===== src/hdl/packet_packet_lines_a_consts.svh =====
// Purpose: Offsets, field positions, reset values and codes of the codec
// Assumes: 32-bit register data, byte addresses
// Notes:   Codes are logical; a one is an asserted (low) line
`ifndef PACKET_PACKET_LINES_A_CONSTS_SVH
`define PACKET_PACKET_LINES_A_CONSTS_SVH
// ----------------------------------------
// Register offsets
// ----------------------------------------
`define REG_CTRL     8'h00
`define REG_STATUS   8'h04
`define REG_TX_CMD   8'h08
`define REG_TX_ADDR  8'h0C
`define REG_TX_DATA  8'h10
`define REG_TX_MARKS 8'h14
`define REG_RX_HEAD  8'h18
`define REG_RX_ADDR  8'h1C
`define REG_RX_DATA  8'h20
// ----------------------------------------
// Fields and reset values
// ----------------------------------------
`define CTRL_EN      0
`define CTRL_ALIGN   1
`define CTRL_RST     2'h1
`define MARKS_RST    4'hF
`define ST_BUSY      8
`define ST_TXF_FULL  9
`define ST_RXF_EMPTY 10
`define ST_CNT_LSB   16
`define HEAD_MARKS   8
// ----------------------------------------
// First-cycle codes
// ----------------------------------------
`define C_RD1  6'h20
`define C_RD2  6'h24
`define C_RD3  6'h28
`define C_RD4  6'h2C
`define C_RM1  6'h21
`define C_RM2  6'h25
`define C_RM3  6'h29
`define C_RM4  6'h2D
`define C_RDB  6'h22
`define C_RDD  6'h23
`define C_WR1  6'h30
`define C_WR2  6'h34
`define C_WR3  6'h38
`define C_WR4  6'h3C
`define C_WM1  6'h31
`define C_WM2  6'h35
`define C_WM3  6'h39
`define C_WM4  6'h3D
`define C_RR1  6'h06
`define C_RR2  6'h12
`define C_RR3  6'h16
`define C_RR4  6'h1A
`define C_WACK 6'h02
`define C_REIS 6'h0F
`define C_NACK 6'h0A
`define C_BAD  6'h0B
// Read data cycles: lines 4 and 1 low, rest high
`define RD_MARK_N 6'h2D
`define LINES_IDLE_N 6'h3F
`define FIFO_DEPTH 16
`endif


===== src/hdl/packet_packet_lines_a_pkg.sv =====
// Purpose: Types shared by the codec files
// Assumes: Nothing
// Notes:   Word entries carry data with byte marks
package packet_packet_lines_a_pkg;
   typedef struct packed {
      logic       valid;
      logic       is_req;
      logic       is_write;
      logic       rd_reply;
      logic [2:0] cycles;
      logic [2:0] words;
   } packet_lines_a_info_t;
   typedef struct packed {
      logic [31:0] data;
      logic [3:0]  marks;
   } word_t;
   typedef enum logic [1:0] {TX_IDLE, TX_ALIGN, TX_DATA} tx_state_t;
   typedef enum logic {RX_IDLE, RX_DATA} rx_state_t;
endpackage


===== src/hdl/packet_packet_lines_a_codec.sv =====
// Purpose: Encoder and decoder of the six packet specification lines
// Assumes: One bus clock; lines and AD sampled synchronously
// Notes:   Transmit words come from a 16-word FIFO, received ones go
//          to another; software reaches both through the registers
//
// The register offsets and the plain strobed port are this design's own decisions.
`timescale 1ns/1ps
`include "packet_packet_lines_a_consts.svh"
module packet_packet_lines_a_codec (
   input  wire logic        clock,
   input  wire logic        rst,
   input  wire logic [7:0]  reg_addr,
   input  wire logic [31:0] reg_wdata,
   input  wire logic        reg_write,
   input  wire logic        reg_read,
   output logic [31:0]      reg_rdata,
   input  wire logic [5:0]  packet_lines_a_n_rx,
   output logic [5:0]       packet_lines_a_n_tx,
   output logic             packet_lines_a_oe,
   input  wire logic [31:0] addr_data_rx,
   output logic [31:0]      addr_data_tx,
   output logic             addr_data_oe
);
   import packet_packet_lines_a_pkg::*;

   // ----------------------------------------
   // Declarations
   // ----------------------------------------
   logic [1:0]  ctrl;
   logic [1:0]  next_ctrl;
   logic [31:0] tx_addr;
   logic [31:0] next_tx_addr;
   logic [3:0]  tx_marks;
   logic [3:0]  next_tx_marks;
   logic [4:0]  err;
   logic [4:0]  next_err;
   logic [31:0] next_rdata;
   logic [3:0]  seen_marks;
   logic [3:0]  next_seen_marks;
   tx_state_t   tx_state;
   tx_state_t   next_tx_state;
   logic [5:0]  tx_code;
   logic [5:0]  next_tx_code;
   logic [2:0]  tx_left;
   logic [2:0]  next_tx_left;
   logic [5:0]  next_lines_n;
   logic        next_lines_oe;
   logic [31:0] next_ad_tx;
   logic        next_ad_oe;
   logic        first_mark;
   logic        next_first;
   rx_state_t   rx_state;
   rx_state_t   next_rx_state;
   logic [5:0]  rx_last;
   logic [5:0]  next_rx_last;
   logic [31:0] rx_addr;
   logic [31:0] next_rx_addr;
   logic [2:0]  rx_left;
   logic [2:0]  next_rx_left;
   logic [5:0]  cur_code;
   logic [5:0]  rx_code;
   packet_lines_a_info_t  info_cur;
   packet_lines_a_info_t  info_rx;
   packet_lines_a_info_t  info_tx;
   logic        cmd_wr;
   logic        launch;
   logic        misalign;
   logic        go_first;
   logic        set_res;
   logic        set_mark;
   word_t       txf_in;
   word_t       txf_head;
   logic        txf_push;
   logic        txf_ready;
   logic        txf_valid;
   logic        txf_pop;
   logic [4:0]  txf_count;
   word_t       rxf_in;
   word_t       rxf_head;
   logic        rxf_push;
   logic        rxf_ready;
   logic        rxf_valid;
   logic        rxf_pop;
   logic [4:0]  rxf_count;

   // ----------------------------------------
   // Code lookups and data buffers
   // ----------------------------------------
   assign cur_code = (tx_state == TX_IDLE) ? reg_wdata[5:0] : tx_code;
   assign rx_code  = ~packet_lines_a_n_rx;

   packet_lines_a_code_lookup u_cur (.code(cur_code), .info(info_cur));
   packet_lines_a_code_lookup u_rx (.code(rx_code), .info(info_rx));
   packet_lines_a_code_lookup u_tx (.code(~packet_lines_a_n_tx), .info(info_tx));

   word_fifo #(.WIDTH(36), .DEPTH(`FIFO_DEPTH)) u_txf (
      .clock     (clock),
      .rst       (rst),
      .in_data   (txf_in),
      .in_valid  (txf_push),
      .in_ready  (txf_ready),
      .out_data  (txf_head),
      .out_valid (txf_valid),
      .out_ready (txf_pop),
      .count     (txf_count)
   );

   word_fifo #(.WIDTH(36), .DEPTH(`FIFO_DEPTH)) u_rxf (
      .clock     (clock),
      .rst       (rst),
      .in_data   (rxf_in),
      .in_valid  (rxf_push),
      .in_ready  (rxf_ready),
      .out_data  (rxf_head),
      .out_valid (rxf_valid),
      .out_ready (rxf_pop),
      .count     (rxf_count)
   );

   // ----------------------------------------
   // Encoder
   // ----------------------------------------
   assign cmd_wr = reg_write && (reg_addr == `REG_TX_CMD);
   // Launch only legal codes with all their data words buffered
   assign launch = cmd_wr && (tx_state == TX_IDLE) && ctrl[`CTRL_EN]
                   && info_cur.valid && (txf_count >= {2'h0, info_cur.words});
   assign misalign = ctrl[`CTRL_ALIGN] && (tx_addr[1:0] != 2'h0)
                     && (info_cur.words > 3'h1);

   always_comb begin
      next_tx_state = tx_state;
      next_tx_code  = tx_code;
      next_tx_left  = tx_left;
      next_lines_n  = `LINES_IDLE_N;
      next_lines_oe = 1'b0;
      next_ad_tx    = 32'h0000_0000;
      next_ad_oe    = 1'b0;
      next_first    = 1'b0;
      txf_pop       = 1'b0;
      go_first      = 1'b0;
      case (tx_state)
         TX_IDLE: begin
            if (launch) begin
               next_tx_code = reg_wdata[5:0];
               if (misalign) begin
                  next_tx_state = TX_ALIGN;
               end else begin
                  go_first = 1'b1;
               end
            end
         end
         TX_ALIGN: begin
            go_first = 1'b1;
         end
         TX_DATA: begin
            txf_pop       = 1'b1;
            next_lines_oe = 1'b1;
            next_ad_oe    = 1'b1;
            next_ad_tx    = txf_head.data;
            if (tx_code[5]) begin
               next_lines_n = {1'b1, ~txf_head.marks, 1'b1};
            end else begin
               next_lines_n = `RD_MARK_N;
            end
            next_tx_left = tx_left - 3'h1;
            if (tx_left == 3'h1) begin
               next_tx_state = TX_IDLE;
            end
         end
         default: next_tx_state = TX_IDLE;
      endcase
      if (go_first) begin
         next_lines_oe = 1'b1;
         next_ad_oe    = 1'b1;
         next_first    = 1'b1;
         next_lines_n  = ~cur_code;
         next_ad_tx    = tx_addr;
         next_tx_left  = info_cur.words;
         if (info_cur.rd_reply) begin
            txf_pop      = 1'b1;
            next_ad_tx   = txf_head.data;
            next_tx_left = info_cur.words - 3'h1;
         end
         next_tx_state = (next_tx_left != 3'h0) ? TX_DATA : TX_IDLE;
      end
   end

   always_ff @(posedge clock or posedge rst) begin
      if (rst) begin
         tx_state            <= TX_IDLE;
         tx_code             <= 6'h00;
         tx_left             <= 3'h0;
         packet_lines_a_n_tx <= `LINES_IDLE_N;
         packet_lines_a_oe   <= 1'b0;
         addr_data_tx        <= 32'h0000_0000;
         addr_data_oe        <= 1'b0;
         first_mark          <= 1'b0;
      end else begin
         tx_state            <= next_tx_state;
         tx_code             <= next_tx_code;
         tx_left             <= next_tx_left;
         packet_lines_a_n_tx <= next_lines_n;
         packet_lines_a_oe   <= next_lines_oe;
         addr_data_tx        <= next_ad_tx;
         addr_data_oe        <= next_ad_oe;
         first_mark          <= next_first;
      end
   end

   // ----------------------------------------
   // Decoder
   // ----------------------------------------
   always_comb begin
      next_rx_state = rx_state;
      next_rx_last  = rx_last;
      next_rx_addr  = rx_addr;
      next_rx_left  = rx_left;
      rxf_push      = 1'b0;
      rxf_in        = '0;
      set_res       = 1'b0;
      set_mark      = 1'b0;
      if (ctrl[`CTRL_EN] && !packet_lines_a_oe) begin
         case (rx_state)
            RX_IDLE: begin
               if (rx_code != 6'h00) begin
                  if (!info_rx.valid) begin
                     set_res = 1'b1;
                  end else begin
                     next_rx_last = rx_code;
                     next_rx_left = info_rx.cycles - 3'h1;
                     if (info_rx.is_req) begin
                        next_rx_addr = addr_data_rx;
                     end
                     if (info_rx.rd_reply) begin
                        rxf_push = 1'b1;
                        rxf_in   = {addr_data_rx, 4'hF};
                     end
                     if (info_rx.cycles > 3'h1) begin
                        next_rx_state = RX_DATA;
                     end
                  end
               end
            end
            RX_DATA: begin
               rxf_push = 1'b1;
               if (rx_last[5]) begin
                  rxf_in = {addr_data_rx, rx_code[4:1]};
               end else begin
                  rxf_in   = {addr_data_rx, 4'hF};
                  set_mark = !(rx_code[4] && rx_code[1]);
               end
               next_rx_left = rx_left - 3'h1;
               if (rx_left == 3'h1) begin
                  next_rx_state = RX_IDLE;
               end
            end
            default: next_rx_state = RX_IDLE;
         endcase
      end
   end

   always_ff @(posedge clock or posedge rst) begin
      if (rst) begin
         rx_state <= RX_IDLE;
         rx_last  <= 6'h00;
         rx_addr  <= 32'h0000_0000;
         rx_left  <= 3'h0;
      end else begin
         rx_state <= next_rx_state;
         rx_last  <= next_rx_last;
         rx_addr  <= next_rx_addr;
         rx_left  <= next_rx_left;
      end
   end

   // ----------------------------------------
   // Registers
   // ----------------------------------------
   assign txf_push = reg_write && (reg_addr == `REG_TX_DATA);
   assign txf_in   = {reg_wdata, tx_marks};
   assign rxf_pop  = reg_read && (reg_addr == `REG_RX_DATA);

   always_comb begin
      next_ctrl       = ctrl;
      next_tx_addr    = tx_addr;
      next_tx_marks   = tx_marks;
      next_seen_marks = seen_marks;
      next_rdata      = 32'h0000_0000;
      next_err        = err;
      if (reg_write) begin
         case (reg_addr)
            `REG_CTRL:     next_ctrl = reg_wdata[1:0];
            `REG_STATUS:   next_err = err & ~reg_wdata[4:0];
            `REG_TX_ADDR:  next_tx_addr = reg_wdata;
            `REG_TX_MARKS: next_tx_marks = reg_wdata[3:0];
            default:       next_ctrl = ctrl;
         endcase
      end
      // Hardware set wins over a same-cycle clear
      next_err = next_err | {rxf_push && !rxf_ready, txf_push && !txf_ready,
                             set_mark, set_res, cmd_wr && !launch};
      if (reg_read) begin
         case (reg_addr)
            `REG_CTRL:   next_rdata[1:0] = ctrl;
            `REG_STATUS: begin
               next_rdata[4:0]             = err;
               next_rdata[`ST_BUSY]        = (tx_state != TX_IDLE);
               next_rdata[`ST_TXF_FULL]    = !txf_ready;
               next_rdata[`ST_RXF_EMPTY]   = !rxf_valid;
               next_rdata[`ST_CNT_LSB+:5]  = txf_count;
            end
            `REG_TX_ADDR:  next_rdata = tx_addr;
            `REG_TX_MARKS: next_rdata[3:0] = tx_marks;
            `REG_RX_HEAD: begin
               next_rdata[5:0]             = rx_last;
               next_rdata[`HEAD_MARKS+:4]  = seen_marks;
               next_rdata[`ST_CNT_LSB+:5]  = rxf_count;
            end
            `REG_RX_ADDR: next_rdata = rx_addr;
            `REG_RX_DATA: begin
               next_rdata      = rxf_valid ? rxf_head.data : 32'h0000_0000;
               next_seen_marks = rxf_valid ? rxf_head.marks : seen_marks;
            end
            default: next_rdata = 32'h0000_0000;
         endcase
      end
   end

   always_ff @(posedge clock or posedge rst) begin
      if (rst) begin
         ctrl       <= `CTRL_RST;
         tx_addr    <= 32'h0000_0000;
         tx_marks   <= `MARKS_RST;
         err        <= 5'h00;
         reg_rdata  <= 32'h0000_0000;
         seen_marks <= 4'h0;
      end else begin
         ctrl       <= next_ctrl;
         tx_addr    <= next_tx_addr;
         tx_marks   <= next_tx_marks;
         err        <= next_err;
         reg_rdata  <= next_rdata;
         seen_marks <= next_seen_marks;
      end
   end

   // ----------------------------------------
   // Assertions
   // ----------------------------------------
   AST_TX_CODE_LEGAL: assert property (@(posedge clock) disable iff (rst)
      first_mark |-> info_tx.valid)
      else $error("Undefined code driven in first cycle");

   AST_TX_ACTIVE_LOW: assert property (@(posedge clock) disable iff (rst)
      (launch && !misalign) |=> packet_lines_a_oe
         && (packet_lines_a_n_tx == ~$past(reg_wdata[5:0])))
      else $error("First-cycle lines not the inverted code");

   AST_REQ_TOP_LINE: assert property (@(posedge clock) disable iff (rst)
      first_mark |-> (packet_lines_a_n_tx[5] == !info_tx.is_req))
      else $error("Top line does not mark packet type");

   AST_WRITE_LENGTH: assert property (@(posedge clock) disable iff (rst)
      (first_mark && info_tx.is_write && info_tx.cycles == 3'h5)
      |-> packet_lines_a_oe [*5] ##1 (!packet_lines_a_oe || first_mark))
      else $error("Four-word write not five cycles");

   AST_READ_REQ_ONE: assert property (@(posedge clock) disable iff (rst)
      (first_mark && info_tx.is_req && !info_tx.is_write)
      |=> (!packet_lines_a_oe || first_mark))
      else $error("Read request longer than one cycle");

   AST_WRITE_MARKS: assert property (@(posedge clock) disable iff (rst)
      (packet_lines_a_oe && !first_mark && tx_code[5])
      |-> (packet_lines_a_n_tx[5] && packet_lines_a_n_tx[0]
           && packet_lines_a_n_tx[4:1] == ~$past(txf_head.marks)))
      else $error("Write data cycle marks wrong");

   AST_READ_DATA_MARK: assert property (@(posedge clock) disable iff (rst)
      (packet_lines_a_oe && !first_mark && !tx_code[5])
      |-> (!packet_lines_a_n_tx[4] && !packet_lines_a_n_tx[1] && packet_lines_a_n_tx[5]))
      else $error("Read data cycle does not assert lines 4 and 1");

   AST_RX_RESERVED: assert property (@(posedge clock) disable iff (rst)
      set_res |=> err[1] && (rx_last == $past(rx_last)) && (rx_state == RX_IDLE))
      else $error("Reserved code acted upon");

   AST_LAUNCH_REFUSED: assert property (@(posedge clock) disable iff (rst)
      (cmd_wr && !launch) |=> err[0]
         && ($past(tx_state) != TX_IDLE || (tx_state == TX_IDLE && !first_mark)))
      else $error("Refused launch not flagged");

   COV_WRITE4: cover property (@(posedge clock) disable iff (rst)
      first_mark && info_tx.is_write && info_tx.cycles == 3'h5);
   COV_READ_REPLY: cover property (@(posedge clock) disable iff (rst)
      first_mark && info_tx.rd_reply && info_tx.words == 3'h4);
   COV_ALIGN: cover property (@(posedge clock) disable iff (rst)
      tx_state == TX_ALIGN);
   COV_RX_RESERVED: cover property (@(posedge clock) disable iff (rst) set_res);
endmodule


===== src/hdl/packet_lines_a_code_lookup.sv =====
// Purpose: Decode a first-cycle code into kind, length and data words
// Assumes: Code given as logical value (one = asserted)
// Notes:   Undefined codes give valid low
`timescale 1ns/1ps
`include "packet_packet_lines_a_consts.svh"
module packet_lines_a_code_lookup (
   input  wire logic [5:0]                code,
   output packet_packet_lines_a_pkg::packet_lines_a_info_t    info
);
   import packet_packet_lines_a_pkg::*;
   always_comb begin
      info = '0;
      case (code)
         `C_RD1, `C_RD2, `C_RD3, `C_RD4, `C_RM1, `C_RM2, `C_RM3, `C_RM4,
         `C_RDB, `C_RDD: begin
            info.valid  = 1'b1;
            info.is_req = 1'b1;
            info.cycles = 3'h1;
         end
         `C_WR1, `C_WR2, `C_WR3, `C_WR4, `C_WM1, `C_WM2, `C_WM3, `C_WM4: begin
            info.valid    = 1'b1;
            info.is_req   = 1'b1;
            info.is_write = 1'b1;
            info.words    = {1'b0, code[3:2]} + 3'h1;
            info.cycles   = {1'b0, code[3:2]} + 3'h2;
         end
         `C_RR1, `C_RR2, `C_RR3, `C_RR4: begin
            info.valid    = 1'b1;
            info.rd_reply = 1'b1;
            info.words    = (code == `C_RR1) ? 3'h1 : {1'b0, code[3:2]} + 3'h2;
            info.cycles   = info.words;
         end
         `C_WACK, `C_REIS, `C_NACK, `C_BAD: begin
            info.valid  = 1'b1;
            info.cycles = 3'h1;
         end
         default: info = '0;
      endcase
   end
endmodule


===== src/hdl/word_fifo.sv =====
// Purpose: Synchronous FIFO with valid/ready on both sides
// Assumes: Single clock
// Notes:   Head word is shown while out_valid is high
`timescale 1ns/1ps
module word_fifo #(
   parameter int WIDTH = 36,
   parameter int DEPTH = 16
) (
   input  wire logic                       clock,
   input  wire logic                       rst,
   input  wire logic [WIDTH-1:0]           in_data,
   input  wire logic                       in_valid,
   output logic                            in_ready,
   output logic [WIDTH-1:0]                out_data,
   output logic                            out_valid,
   input  wire logic                       out_ready,
   output logic [$clog2(DEPTH):0]          count
);
   localparam int AW = $clog2(DEPTH);
   logic [WIDTH-1:0] store [DEPTH];
   logic [AW-1:0]    wp;
   logic [AW-1:0]    rp;
   logic             push;
   logic             pop;
   assign in_ready  = (count != DEPTH[AW:0]);
   assign out_valid = (count != '0);
   assign out_data  = store[rp];
   assign push      = in_valid && in_ready;
   assign pop       = out_valid && out_ready;
   always_ff @(posedge clock or posedge rst) begin
      if (rst) begin
         wp    <= '0;
         rp    <= '0;
         count <= '0;
      end else begin
         if (push) begin
            wp <= wp + 1'b1;
         end
         if (pop) begin
            rp <= rp + 1'b1;
         end
         count <= count + {{AW{1'b0}}, push} - {{AW{1'b0}}, pop};
      end
   end
   always_ff @(posedge clock) begin
      if (push) begin
         store[wp] <= in_data;
      end
   end
endmodule


===== config.mk =====
export PLATFORM = sky130hd
export DESIGN_NAME = packet_packet_lines_a_codec
export DESIGN_NICKNAME = d
export VERILOG_FILES = /design/src/hdl/packet_packet_lines_a_pkg.sv /design/src/hdl/packet_packet_lines_a_codec.sv /design/src/hdl/packet_lines_a_code_lookup.sv /design/src/hdl/word_fifo.sv
export VERILOG_INCLUDE_DIRS = /design/src /design/src/hdl
export SDC_FILE = /design/constraint.sdc
export NUM_CORES = 1
export LEC_CHECK = 0
export ABC_AREA = 0
export BUFFER_PORTS_ARGS = -buffer_cell sky130_fd_sc_hd__buf_2
export CAP_MARGIN = 15
export CORE_MARGIN = 5
export CORE_UTILIZATION = 35
export CTS_CLUSTER_SIZE = 8
export DETAILED_ROUTE_END_ITERATION = 12
export MAX_ROUTING_LAYER = met4
export SYNTH_ARGS = -nofsm -noshare
export SYNTH_HDL_FRONTEND = slang
export SYNTH_SLANG_ARGS = --single-unit

===== constraint.sdc =====
create_clock -name clock -period 10.1 [get_ports clock]
set_input_delay 0.505 -clock clock [delete_from_list [all_inputs] [get_ports clock]]
set_output_delay 0.505 -clock clock [all_outputs]
set_load 0.03 [all_outputs]

== Word level (Yosys, flattened, before mapping) ==
Memories as Yosys holds them, arrays and structs flattened.
Index checks and enable logic that the tools add are counted.
Word-level totals
  bits in registers: 197
  memory bits (writable): 1152
  memories kept: 2
Operators by class
  $add $sub $neg: 15
  order comparisons: 3
  equal/unequal tests: 72
  multiplexer cells: 77
  bitwise operators: 7
  reductions and logical operators: 50
Memory list
  u_rxf.store: depth 16, bits a word 36, read ports 1, clocked after memory_dff 0, wr ports 1, RTL line word_fifo.sv:20  | logic [WIDTH-1:0] store [DEPTH];
  u_txf.store: depth 16, bits a word 36, read ports 1, clocked after memory_dff 0, wr ports 1, RTL line word_fifo.sv:20
Operators with widths (number)
  $eq 6x6->1 const B: 36
  $mux 32: 5
  $mux 36: 4
  $pmux 36 s2: 1
  $reduce_or 26->1: 2
  $eq 6x4->1 const B: 6
  $eq 6x5->1 const B: 6
  $pmux 11 s3: 1
  $eq 8x5->1 const B: 4
  $mux 1: 30
  $pmux 5 s5: 1
  $mux 3: 8
  $mux 5: 4
  $logic_and 1x1->1: 18
  $reduce_or 18->1: 1
  $add 4x1->4 const B: 4
  $eq 8x4->1 const B: 2
  $reduce_or 8->1: 2
  $pmux 3 s5: 1
  $pmux 2 s7: 1
  $reduce_or 14->1: 1
  $eq 6x2->1 const B: 2
  $eq 6x3->1 const B: 2
  $mux 6: 2
  other kinds (43): 80

== Logic depth before layout (Yosys ltp) ==
  depth after elaboration: 14
  gate-level depth with buffers: 24
  depth with buffers taken out: 22

== By module ==
Synthesis repeated with hierarchy kept, for this count alone.
Second synthesis, totals
  cells, all modules: 3065
  area, all modules: 54801.3 sq um
By module, submodules not included
  word_fifo (u_txf): times used 1, cells each 1123, area an instance 22881.9 sq um
  word_fifo (u_rxf): times used 1, cells each 1123, area an instance 22833.1 sq um
  packet_packet_lines_a_codec: times used 1, cells each 751, area an instance 8565.7 sq um
  packet_lines_a_code_lookup: times used 2, cells each 34, area an instance 260.2 sq um

== Worst setup path after synthesis ==
Ideal clock, no wire load.
  path kind: in2reg
  start: input port reg_addr[2]
  end: memory u_txf.store[3][0], enable pin
  arrival time: 4.339 ns
  setup slack: 5.287 ns
  stages: 7
  cell sequence: clkbuf_1 > nor2_1 > nand2_1 > or3_1 > nor2_1 > nand2_1 > nor3_1
On the way
  word-level cells in the longest chain between the ends: 5
RTL lines
  from (decl): RTL line packet_packet_lines_a_codec.sv:12  | input wire logic [7:0] reg_addr,
  $eq 8x5->1 (no line)
  $logic_and 1x1->1: RTL line packet_packet_lines_a_codec.sv:279  | assign txf_push = reg_write && (reg_addr == `REG_TX_DATA);
  $logic_and 1x1->1: RTL line word_fifo.sv:28  | assign push = in_valid && in_ready;
  via u_txf.push: RTL line word_fifo.sv:23  | logic push;
  $mux 1: RTL line word_fifo.sv:46  | if (push) begin
  $mux 1 (not written as such): RTL line word_fifo.sv:47  | store[wp] <= in_data;
  to (decl): RTL line word_fifo.sv:20
The timed path passes the listed nets, and every way through them passes these cells.

== Worst setup path in the final report ==
  start: register tx_state[1]
  end: register u_txf.count[4]
On the way
  word-level cells in the longest chain between the ends: 13
  elaborated cells on any way between the ends: 54
  those cells by class: 3 x add/sub; 2 x order compare; 28 x eq/ne; 11 x mux; 10 x reduce/logical
RTL lines
  from (decl): RTL line packet_packet_lines_a_codec.sv:40  | tx_state_t tx_state;
  from (signal assigned): RTL line packet_packet_lines_a_codec.sv:199  | tx_state <= next_tx_state;
  $logic_not 2->1: RTL line packet_packet_lines_a_codec.sv:89, packet_packet_lines_a_codec.sv:125, packet_packet_lines_a_codec.sv:141
  $mux 6: RTL line packet_packet_lines_a_codec.sv:89  | assign cur_code = (tx_state == TX_IDLE) ? reg_wdata[5:0] : tx_code;
  $eq 6x6->1 (tied with other cells): RTL line packet_lines_a_code_lookup.sv:13  | case (code)
  $reduce_or 8->1 (tied with other cells): RTL line packet_lines_a_code_lookup.sv:13
  $pmux 3 s2: RTL line packet_lines_a_code_lookup.sv:13
  $gt 3x1->1: RTL line packet_packet_lines_a_codec.sv:128  | && (info_cur.words > 3'h1);
  $logic_and 1x1->1: RTL line packet_packet_lines_a_codec.sv:127  | assign misalign = ctrl[`CTRL_ALIGN] && (tx_addr[1:0] != 2'h0)
  $mux 1: RTL line packet_packet_lines_a_codec.sv:145  | if (misalign) begin
  $mux 1: RTL line packet_packet_lines_a_codec.sv:143  | if (launch) begin
  $pmux 1 s2: RTL line packet_packet_lines_a_codec.sv:141  | case (tx_state)
  $mux 1 (*): RTL line packet_packet_lines_a_codec.sv:172  | if (go_first) begin
  $logic_and 1x1->1 (*): RTL line word_fifo.sv:29  | assign pop = out_valid && out_ready;
  via u_txf.pop: RTL line word_fifo.sv:24  | logic pop;
  $sub 5x1->5 (*): RTL line word_fifo.sv:42  | count <= count + {{AW{1'b0}}, push} - {{AW{1'b0}}, pop};
  to (signal assigned): RTL line word_fifo.sv:42
  to (decl): RTL line word_fifo.sv:17  | output logic [$clog2(DEPTH):0] count
The timed path passes the listed nets; every way through them passes the cells marked *.
A chain may end at the register's enable or synchronous reset.

==> impl_metrics.json <==
{
  "status": "complete, no violations",
  "switchingPower_uw": 2680,
  "clkPwrFrac_pct": 46.4,
  "p_comb_share_pct": 4.1,
  "grt_max_degree": 98,
  "skew_ns": 0.0314,
  "fill_cells": 13400,
  "core_area_um2": 152000,
  "gr-total-overflow": 0,
  "worst_slack_ns": 4.83,
  "drt_iter0_markers": 2704,
  "p_sw_share_pct": 21.4,
  "dpl.hpwl_mm": 80.3,
  "synthArstFlopShare_pct": 14.6,
  "post_drt_wl_per_cell_um": 26.9,
  "synth_seq_cells": 1349,
  "min_period_over_period_pct": 52.2,
  "route.detailed.drc": 0,
  "maxCapViolCount": 0,
  "viasPerCell": 5.30,
  "regArea_um2": 39600,
  "antenna_found_initial": 23,
  "clk_latency_ns": 0.78,
  "die_area_um2": 160000,
  "rsz0062_at_grt": "no",
  "fmax_mhz": 190,
  "min_period_ns": 5.27,
  "grt_pass1_vias": 27600,
  "multi_input_area_um2": 13300,
  "p_per_area_nw_per_um2": 200,
  "slew_headroom_pct": 23.0,
  "cts_sinks": 1349,
  "htreeDepth": 4,
  "yosys-top-cells-area": "edfxtp_1 65%, mux4_2 14%, dfrtp_1 8.7%, mux2_2 1.8%, mux2i_1 1.3%",
  "synth.most_common_cell": "edfxtp_1",
  "drt_pass1_iterations": 7,
  "crit_type": "flop to flop",
  "clk_pin_slew_worst_paths_ns": 0.05,
  "slew_violations": 0,
  "final_layout_size_suffix_gt1_share_pct": 30.8,
  "routed_wl_mm": 137,
  "yosysTopAreaCell": "edfxtp_1",
  "fin_tns_setup_ns": 0,
  "yosysSeqAreaShare_pct": 74.1,
  "synth_edf_count": 1152,
  "clk_path_buf_depth": 3,
  "synth_top_cells_by_count": "1,152 x edfxtp_1, 330 x mux4_2, 186 x dfrtp_1",
  "pin_count": 154,
  "place_congestion": 0.849,
  "vias": 27000,
  "min_path_type": "primary input to flop",
  "hold_viol_final": 0,
  "dp_cells": 4718,
  "grt_pass1_wl_mm": 198,
  "synth_nets": 2731,
  "fin_cells": 5090,
  "start_kind": "flop",
  "cts_root_buf": "clkbuf_16",
  "seq_power_share_pct": 49.5,
  "portBuffers": 153,
  "preCtsSetupSlack_ns": 4.89,
  "numCtsBuffers": 186,
  "cts_tree": "yes",
  "ys_warn_count": 0,
  "grt_usage_pct": 17.3,
  "worst_hold_slack_ns": 0.0416,
  "cp_data_required_time_ns": 10.76,
  "yosys.cell_types.count": 81,
  "dieWidth_um": 401,
  "synthCells": 2612,
  "worst_pin_slew_ns": 1.16,
  "die_h_um": 401,
  "ir_worst_vdd_mv": 0.137,
  "initial_core_util_pct": 35.2,
  "synth_flop_cell": "edfxtp_1",
  "syn_to_final_growth_pct": 17.2,
  "crit_path_end_kind": "flop",
  "yosys.area.top_type_share_pct": 64.8,
  "cp_max_fo": 24,
  "finish.net_count": 3017,
  "fin_util_pct": 41.2,
  "syn_area_um2": 53400,
  "timing.critical_path.arrival_ns": 5.94,
  "post_cts_buffers": 0,
  "rows": 143,
  "leakage_uw": 0.0203,
  "final_antenna_net_count": 0,
  "internal_power_uw": 9850,
  "syn_avg_cell_area_um2": 20.4,
  "setup_violations": 0
}
## per-stage QoR
| step | cell area (um^2) | total power, uW |
|---|---|---|
| after floorplan | 53400 | 6610 |
| after global placement | 56800 | 6810 |
| after detailed placement | 56800 | 6820 |
| after CTS | 62500 | 12600 |
| after global routing | 62500 | 13000 |
| final | 62600 | 12500 |
## critical path: stages, from the launching register on
cell and delay (ns):
dfrtp_1 0.83, or2_1 0.82, a21oi_1 0.29, o22ai_1 0.35, nand2_1 0.15, ha_1 0.32
a21oi_1 0.06, o21ai_0 0.21, o2111a_1 0.35, a31oi_4 0.15, nor2_2 0.22, ha_1 0.26
inv_1 0.05, ha_1 0.16, inv_1 0.06, fa_1 0.43, inv_1 0.07, a21oi_1 0.06
nor2_1 0.09, nor2_1 0.05, xor2_1 0.14
## routing by layer
metal / GRT usage [%] / part of all wire (%) / vias up
li1: - / - / 11300
met1: 24.2 / 44 / 14500
met2: 25.7 / 46 / 968
met3: 4.13 / 7.5 / 194
met4: 4.44 / 2.1 / 0
met5: - / 0 / -
## power by group through the flow
stage | Sequential (uW) | Clock [uW] | Combinational, uW
after detailed placement | 6310 | 0 | 509
after floorplan | 6260 | 0 | 357
after CTS | 6200 | 5930 | 519
after global routing | 6200 | 6180 | 568
final | 6200 | 5820 | 513
after global placement | 6310 | 0 | 501
## state kept, by name, summed over array words and instances, names as in the netlist, 6 cells and up
signal	flops
rx_last	6
u_txf.store	576
rx_addr	32
u_rxf.store	576
tx_addr	32
addr_data_tx	32
reg_rdata	32
tx_code	6
packet_lines_a_n_tx	6
## logic make-up after synthesis
kind of cell / count (synthesis) / synth area share [%]
AOI/OAI and AO/OA: 217 / 2.92
adders and majority gates: 37 / 0.896
muxes: 490 / 17.2
buffers and inverters: 186 / 1.51
and+or+nand+nor: 310 / 3.05
xor gates and xnor gates: 23 / 0.377
DFF: 1349 / 74.1
## cells in the final DEF, fill, tap and decap left out, types with 5 or more instances in the layout
cell	count
a22oi_1	6
ha_1	35
and2_1	33
xor2_1	7
a31oi_1	9
a21o_1	6
diode_2	11
xnor2_1	16
dfstp_2	11
a211oi_1	32
o21ai_1	5
mux4_2	330
nor3_2	9
a222oi_1	30
a21oi_1	50
nand3_1	13
dfrtp_1	178
buf_4	62
nand2b_1	8
nor2b_1	52
nor2_2	31
nor2_1	34
nor2_4	25
o21ai_0	31
dlygate4sd3_1	21
clkbuf_16	191
buf_2	153
edfxtp_1	1152
mux2_2	87
dfrtp_4	6
clkbuf_1	137
mux2i_1	68
inv_1	44
nand2_1	75
## path summary, 6_finish.rpt
path	slack, ns	from	to	depth (start not counted)
max	4.83	tx_state[1]$_DFFE_PP0P_	u_txf.count[4]$_DFF_PP0_	20
min	0.04	addr_data_rx[27]	rx_addr[27]$_DFFE_PP0P_	2
max reg2reg	4.83	tx_state[1]$_DFFE_PP0P_	u_txf.count[4]$_DFF_PP0_	20
min reg2reg	0.48	rx_last[3]$_DFFE_PP0P_	rx_last[3]$_DFFE_PP0P_	2
max in group asynchronous	8.25	rst	u_rxf.rp[3]$_DFFE_PP0P_	4
min in group asynchronous	0.37	rst	err[1]$_DFF_PP0_	3
## cell type report
type                            instances  share of cell area, %
Clock buffer                          329                   8.49
Sequential cell                      1349                   63.2
Inverter                               47                  0.294
Clock inverter                         10                  0.296
Antenna cell                           11                 0.0440
Timing Repair Buffer                  237                   2.34
Multi-Input combinational cell       1077                   21.2
Tap cell                             2030                   4.06
## timing repair
action,4_1_cts,5_1_grt
gates resized for setup,0,0
hold buffers,21,0
endpoints found under the hold margin,112,0
Power figures use the tool's default switching activity.
